File: config.mk
export PLATFORM = sky130hd
export DESIGN_NAME = rdc_ctrl
export DESIGN_NICKNAME = d
export VERILOG_FILES = /design/src/rdc_pkg.sv /design/src/rdc_ctrl.sv /design/src/rdc_sync.sv /design/src/rdc_buf2.sv
export VERILOG_INCLUDE_DIRS = /design/src
export SDC_FILE = /design/constraint.sdc
export NUM_CORES = 1
export LEC_CHECK = 0
export ABC_AREA = 1
export ABC_CLOCK_PERIOD_IN_PS = 2190
export BUFFER_PORTS_ARGS = -buffer_cell sky130_fd_sc_hd__buf_4
export CORE_UTILIZATION = 40
export CTS_CLUSTER_SIZE = 28
export DETAILED_ROUTE_END_ITERATION = 12
export REMOVE_ABC_BUFFERS = 1
export SYNTH_ARGS = -nofsm -noshare
export SYNTH_HDL_FRONTEND = slang
export SYNTH_SLANG_ARGS = --single-unit
export TNS_END_PERCENT = 10
File: constraint.sdc
create_clock -name clk -period 2.19 [get_ports clk]
set_input_delay 0.438 -clock clk [delete_from_list [all_inputs] [get_ports clk]]
set_output_delay 0.438 -clock clk [all_outputs]
set_load 0.005 [all_outputs]
File: src/rdc_cfg.svh
// Constants for the line direction controller
// Notes on behaviour
// - One data and one handshake signal pass in each direction.
// - Bus master mode keeps all line drivers and receivers enabled continuously.
// - All selection switches off, fixed-on on, fixed-offs off selects bus master.
// - Handshake modes enable driver while handshake in is asserted, else high impedance.
// - Echo modes keep the line receiver enabled at all times.
// - Modes without echo disable the receiver while the driver is enabled.
// - Automatic modes enable the driver when outgoing data begins.
// - Automatic modes release the driver once transmission has finished.
// - Only handshake switch on selects handshake mode with echo.
// - Echo suppress and handshake switches on selects handshake mode without echo.
// - Only automatic switch on selects automatic mode with echo.
// - Echo suppress and automatic switches on selects automatic mode without echo.
// - Automatic control turns back to receive about ten microseconds after last data.
`ifndef RDC_CFG_SVH
`define RDC_CFG_SVH
`define RDC_CLK_MHZ 125
`define RDC_TURN_US 10
`define RDC_TURN_CYC (`RDC_TURN_US * `RDC_CLK_MHZ)
`define RDC_CNT_W 11
`define RDC_MARK 1'b1
`endif

File: src/rdc_pkg.sv
// Types for the line direction controller
`default_nettype none
package rdc_pkg;
  typedef enum logic [2:0] {
    RDC_MASTER = 3'b000,
    RDC_HS_ECHO = 3'b001,
    RDC_HS_QUIET = 3'b010,
    RDC_AUTO_ECHO = 3'b011,
    RDC_AUTO_QUIET = 3'b100,
    RDC_INVALID = 3'b111
  } rdc_mode_e;
  typedef struct packed {
    logic echo_suppress_switch;
    logic auto_direction_switch;
    logic handshake_direction_switch;
    logic fixed_on_switch;
    logic fixed_off_switch_a;
    logic fixed_off_switch_b;
  } rdc_sw_s;
  typedef struct packed {
    logic data;
    logic handshake;
  } rdc_chan_s;
endpackage
`default_nettype wire

File: src/rdc_ctrl.sv
// Direction and enable control for a differential line converter
`timescale 1ns/10ps
`default_nettype none
`include "rdc_cfg.svh"
module rdc_ctrl
  import rdc_pkg::*;
#(
  parameter int TURN_CYC = `RDC_TURN_CYC
) (
  input wire logic clk,
  input wire logic srst,
  input wire rdc_sw_s switches,
  input wire rdc_chan_s term_in,
  output var rdc_chan_s term_out,
  input wire rdc_chan_s line_in,
  output var rdc_chan_s line_out,
  output var logic data_drv_oe_n,
  output var logic hs_drv_oe_n,
  output var logic data_rcv_en,
  output var logic hs_rcv_en,
  output var logic [2:0] mode,
  output var logic cfg_error
);
  typedef struct packed {
    rdc_chan_s term_out;
    rdc_chan_s line_out;
    logic data_drv_oe_n;
    logic hs_drv_oe_n;
    logic data_rcv_en;
    logic hs_rcv_en;
    rdc_mode_e mode;
    logic cfg_error;
    logic auto_tx;
    logic [`RDC_CNT_W-1:0] hold;
  } rdc_ctrl_s;
  rdc_ctrl_s st;
  rdc_ctrl_s next_st;
  rdc_sw_s sw_s;
  rdc_chan_s term_s;
  rdc_chan_s line_s;
  rdc_chan_s tx_word;
  logic tx_valid;
  logic tx_ready;
  rdc_mode_e dec_mode;
  logic drv_on;
  logic rcv_on;
  logic tx_active;
  logic [`RDC_CNT_W-1:0] turn_cnt;
  assign turn_cnt = `RDC_CNT_W'(TURN_CYC);
  // Reset to idle levels: marks high, terminal handshake negated, switches off
  rdc_sync #(.W(6)) u_sw_sync (
    .clk(clk),
    .srst(srst),
    .d(switches),
    .rst_val(6'h00),
    .q(sw_s)
  );
  rdc_sync #(.W(2)) u_term_sync (
    .clk(clk),
    .srst(srst),
    .d(term_in),
    .rst_val(2'h2),
    .q(term_s)
  );
  rdc_sync #(.W(2)) u_line_sync (
    .clk(clk),
    .srst(srst),
    .d(line_in),
    .rst_val(2'h3),
    .q(line_s)
  );
  // Outgoing path buffered so a stalled update loses no sample
  rdc_buf2 #(.W(2)) u_tx_buf (
    .clk(clk),
    .srst(srst),
    .in_data(term_s),
    .in_valid(1'b1),
    .in_ready(),
    .out_data(tx_word),
    .out_valid(tx_valid),
    .out_ready(tx_ready)
  );
  assign tx_ready = 1'b1;
  always_comb begin
    dec_mode = RDC_INVALID;
    if (sw_s.fixed_on_switch && !sw_s.fixed_off_switch_a && !sw_s.fixed_off_switch_b) begin
      unique case ({sw_s.echo_suppress_switch, sw_s.auto_direction_switch,
                    sw_s.handshake_direction_switch})
        3'b000: dec_mode = RDC_MASTER;
        3'b001: dec_mode = RDC_HS_ECHO;
        3'b101: dec_mode = RDC_HS_QUIET;
        3'b010: dec_mode = RDC_AUTO_ECHO;
        3'b110: dec_mode = RDC_AUTO_QUIET;
        default: dec_mode = RDC_INVALID;
      endcase
    end
  end
  always_comb begin
    next_st = st;
    next_st.mode = dec_mode;
    next_st.cfg_error = (dec_mode == RDC_INVALID);
    tx_active = tx_valid && (tx_word.data != `RDC_MARK);
    // Hold timer restarts on every active bit
    if (tx_active) begin
      next_st.auto_tx = 1'b1;
      next_st.hold = turn_cnt;
    end else if (st.hold > 1) begin
      next_st.hold = st.hold - 1'b1;
    end else begin
      next_st.hold = '0;
      next_st.auto_tx = 1'b0;
    end
    drv_on = 1'b0;
    rcv_on = 1'b1;
    unique case (dec_mode)
      RDC_MASTER: drv_on = 1'b1;
      RDC_HS_ECHO, RDC_HS_QUIET: drv_on = term_s.handshake;
      RDC_AUTO_ECHO, RDC_AUTO_QUIET: drv_on = tx_active || next_st.auto_tx;
      default: drv_on = 1'b0;
    endcase
    if (dec_mode == RDC_HS_QUIET || dec_mode == RDC_AUTO_QUIET) begin
      rcv_on = !drv_on;
    end else begin
      rcv_on = (dec_mode != RDC_INVALID);
    end
    if (tx_valid) begin
      next_st.line_out = tx_word;
    end
    next_st.term_out = line_s;
    if (!rcv_on) begin
      next_st.term_out.data = `RDC_MARK;
    end
    next_st.data_drv_oe_n = !drv_on;
    next_st.hs_drv_oe_n = (dec_mode != RDC_MASTER);
    next_st.data_rcv_en = rcv_on;
    next_st.hs_rcv_en = (dec_mode == RDC_MASTER);
  end
  always_ff @(posedge clk) begin
    if (srst) begin
      st <= '0;
      st.term_out <= 2'h3;
      st.line_out <= 2'h3;
      st.data_drv_oe_n <= 1'b1;
      st.hs_drv_oe_n <= 1'b1;
      st.mode <= RDC_INVALID;
      st.cfg_error <= 1'b1;
    end else begin
      st <= next_st;
    end
  end
  assign term_out = st.term_out;
  assign line_out = st.line_out;
  assign data_drv_oe_n = st.data_drv_oe_n;
  assign hs_drv_oe_n = st.hs_drv_oe_n;
  assign data_rcv_en = st.data_rcv_en;
  assign hs_rcv_en = st.hs_rcv_en;
  assign mode = st.mode;
  assign cfg_error = st.cfg_error;
endmodule // rdc_ctrl
`default_nettype wire

File: src/rdc_sync.sv
// Two-flop synchroniser for a bus of pins
`timescale 1ns/10ps
`default_nettype none
module rdc_sync #(
  parameter int W = 1
) (
  input wire logic clk,
  input wire logic srst,
  input wire logic [W-1:0] d,
  input wire logic [W-1:0] rst_val,
  output var logic [W-1:0] q
);
  typedef struct packed {
    logic [W-1:0] s1;
    logic [W-1:0] s2;
  } rdc_sync_s;
  rdc_sync_s st;
  rdc_sync_s next_st;
  always_comb begin
    next_st.s1 = d;
    next_st.s2 = st.s1;
  end
  always_ff @(posedge clk) begin
    if (srst) begin
      // Both stages rest at the pin's idle level, so no false edge follows reset
      st <= {rst_val, rst_val};
    end else begin
      st <= next_st;
    end
  end
  assign q = st.s2;
endmodule // rdc_sync
`default_nettype wire

File: src/rdc_buf2.sv
// Two-entry buffer with valid and ready on both sides
`timescale 1ns/10ps
`default_nettype none
module rdc_buf2 #(
  parameter int W = 1
) (
  input wire logic clk,
  input wire logic srst,
  input wire logic [W-1:0] in_data,
  input wire logic in_valid,
  output var logic in_ready,
  output var logic [W-1:0] out_data,
  output var logic out_valid,
  input wire logic out_ready
);
  typedef struct packed {
    logic [1:0][W-1:0] mem;
    logic [1:0] cnt;
    logic rd;
    logic wr;
  } rdc_buf_s;
  rdc_buf_s st;
  rdc_buf_s next_st;
  logic push;
  logic pop;
  always_comb begin
    push = in_valid && (st.cnt != 2'h2);
    pop = (st.cnt != 2'h0) && out_ready;
    next_st = st;
    if (push) begin
      next_st.mem[st.wr] = in_data;
      next_st.wr = ~st.wr;
    end
    if (pop) begin
      next_st.rd = ~st.rd;
    end
    next_st.cnt = st.cnt + {1'b0, push} - {1'b0, pop};
  end
  always_ff @(posedge clk) begin
    if (srst) begin
      st <= '0;
    end else begin
      st <= next_st;
    end
  end
  assign in_ready = (st.cnt != 2'h2);
  assign out_valid = (st.cnt != 2'h0);
  assign out_data = st.mem[st.rd];
endmodule // rdc_buf2
`default_nettype wire

==> flow_metrics.tcl <==
set metrics [dict create \
    status "complete, no violations" \
    dp_hpwl_um 2086 \
    die_h_um 72.41 \
    post_cts_buffers 0 \
    layout.cells.most_common "dfxtp_1" \
    fin_crit_ps 1376 \
    ir_drop_mv 0.4531 \
    synth.ff_latch_count 52 \
    final-max-slew-violation-count 0 \
    whs_ps 311.0 \
    pin_count 24 \
    p_per_area_nw_per_um2 925.0 \
    std_cell_rows 25 \
    hold_path_class "input port to register" \
    clk_path_buf_depth 2 \
    cts_buffers 5 \
    hold_violations 0 \
    routedWlPerCell_um 8.975 \
    diodes 0 \
    r2r_start "st[0]" \
    grtUsageTotal 0.1286 \
    n_fill_cell 484 \
    holdPathStages 2 \
    start_util 0.4171 \
    ys.warnings.count 0 \
    critPathLaunchType "register" \
    rsz0062_at_grt "no" \
    htreeDepth 2 \
    fin_tns_setup_ps 0 \
    crit_path_end_kind "register" \
    syn_avg_cell_area_um2 8.439 \
    drc 0 \
    maxSlewHeadroom 0.7847 \
    nNetsFinal 269 \
    crit_required_ps 2380 \
    cp_max_fo 5 \
    clock-skew-final_ps 5.368 \
    drt_iter0_drc 57 \
    final_cell_mix "52 x dfxtp_1, 42 x nor2_1, 34 x inv_1" \
    grt-ovfl-total 0 \
    first_pass_iters 4 \
    die_area_um2 5243 \
    grt_pass1_vias 1179 \
    yosysSeqAreaShare 0.5249 \
    die_w_um 72.41 \
    gp_congestion 0.7742 \
    finalNonFillerCells 323 \
    synth_cell_types 27 \
    setup_viol 0 \
    crit_arrival_ps 1570 \
    grt_max_degree 33 \
    area_delta_synth_final_pct 14.20 \
    cts_resized 0 \
    antenna_found_initial 0 \
    cts_sinks 52 \
    io_buffers 23 \
    r2r-end "st[10]" \
    r2r_slack_ps 810 \
    place_inst 315 \
    worstSetupPathType "register to register" \
    min_from "line_in[1]" \
    total_leakage_power_nw 1.021 \
    cap_violations 0 \
    cts_tree "done" \
    path_clk_slew_ps 90 \
    tightest_slew_ps 320.6 \
    reg2reg_depth 7 \
    fmax_ghz 0.7270 \
    num_vias 1355 \
    clkLatencyLatePin_ps 300 \
    syn_area_um2 1983 \
    routed_wl_um 2899 \
    synthCells 235 \
    grt_pass1_wl_um 5099 \
    final_antenna_net_count 0 \
    vias_per_cell 4.195 \
    cts-root-buf "clkbuf_8" \
    core_area_um2 4755 \
    drive_gt1_frac 0.2500 \
    postCtsHoldBufs 0 \
    min_period_over_period 0.6281 \
    whs_endpoint "u_line_sync.next_st[1]" \
]
-- worst max path at each step --
stage / to / depth (start not counted) / slack, ps / start
CTS: st[10] / 7 / 800 / st[0]
global placement: term_out[1] / 5 / 790 / srst
detailed placement: term_out[1] / 5 / 760 / srst
global route: st[10] / 7 / 680 / st[0]
floorplan: st[10] / 7 / 950 / st[0]
finish: st[10] / 7 / 810 / st[0]
-- where the power goes --
group          internal [mW]  leakage (nW)  switching (mW)  total (mW)
Sequential              1.03         0.430          0.0675        1.10
Combinational          0.191         0.550           0.270       0.461
Clock                  0.228        0.0414           0.307       0.535
Total                   1.45          1.02           0.644        2.09
-- worst max-delay path, stage by stage (launching register included) --
cell     delay (ps)
dfxtp_1         330
inv_1           120
ha_1            180
nand2_1         130
nor3_1          250
a21oi_1          90
o21ai_1          90
a21oi_1          70
-- cell type report --
type / count / area, um2 / share of cell area
Multi-Input combinational cell: 137 / 743.2 / 0.3282
Tap cell: 67 / 83.83 / 0.03702
Timing Repair Buffer: 23 / 172.7 / 0.07624
Sequential cell: 52 / 1041 / 0.4597
Clock inverter: 2 / 16.27 / 0.007182
Inverter: 36 / 135.1 / 0.05967
Clock buffer: 6 / 72.57 / 0.03204
-- metrics by stage --
| step | total power, mW | worst slack (ps) | area (um2) | utilization |
|---|---|---|---|---|
| floorplan | 1.478 | 952.6 | 1919 | - |
| global placement | 1.582 | 790.4 | 2176 | 0.4576 |
| detailed placement | 1.587 | 763.4 | 2176 | 0.4576 |
| CTS | 2.134 | 801.2 | 2265 | 0.4763 |
| global route | 2.239 | 681.4 | 2265 | 0.4763 |
| finish | 2.095 | 814.5 | 2265 | 0.4763 |
-- cell families (layout without fill, tap and decap cells) --
group                    count (synthesis)  count (layout)  share of synthesized area
AO/OA/AOI/OAI                           28              28                    0.08012
XOR/XNOR                                 3               3                    0.01325
adder cells (fa/ha/maj)                  2               2                    0.01262
buffers and inverters                   46              67                     0.1003
flip-flops                              52              52                     0.5249
AND/OR/NAND/NOR                        104             104                     0.2688
-- Yosys cell counts --
library cell   n  area, um2
buf_4          7      52.55
inv_1         34      127.6
or2_1          1      6.260
dfxtp_1       52       1041
o21ai_0        9      45.04
nor2_2         3      18.77
nand3_2        4      40.04
nor3_2         1      10.01
nor4_4         1      21.27
nor2_1        42      157.7
o21bai_1       2      15.01
o21ai_1        2      10.01
nand4_1        1      6.260
o31ai_1        1      7.510
ha_1           2      25.02
nand2_2        8      50.05
or2_2          9      56.30
clkbuf_1       3      11.26
xor2_1         3      26.28
inv_2          2      7.510
nand2_1       23      86.33
nand3_4        1      17.52
a21oi_2        3      26.28
nor2_4         2      22.52
a21oi_1       11      55.05
nor3_1         4      20.02
nand3_1        4      20.02
-- registers in the layout, summed over array words and instances (netlist names) --
| name | cells |
|---|---|
| st | 12 |
| u_sw_sync.next_st | 6 |
| u_term_sync.q | 2 |
| data_rcv_en | 1 |
| u_sw_sync.q | 6 |
| u_tx_buf.st | 8 |
| data_drv_oe_n | 1 |
| hs_rcv_en | 1 |
| u_line_sync.q | 2 |
| u_line_sync.next_st | 2 |
| line_out | 2 |
| mode | 3 |
| hs_drv_oe_n | 1 |
| term_out | 2 |
| cfg_error | 1 |
| u_term_sync.next_st | 2 |
-- per-layer routing --
metal / track usage / wire, um
met4: 0.06536 / 47
met1: 0.1610 / 1441
met2: 0.1921 / 1304
met3: 0.05000 / 106
met5: 0 / 0
Note: power is estimated with default switching activity, not from simulation.
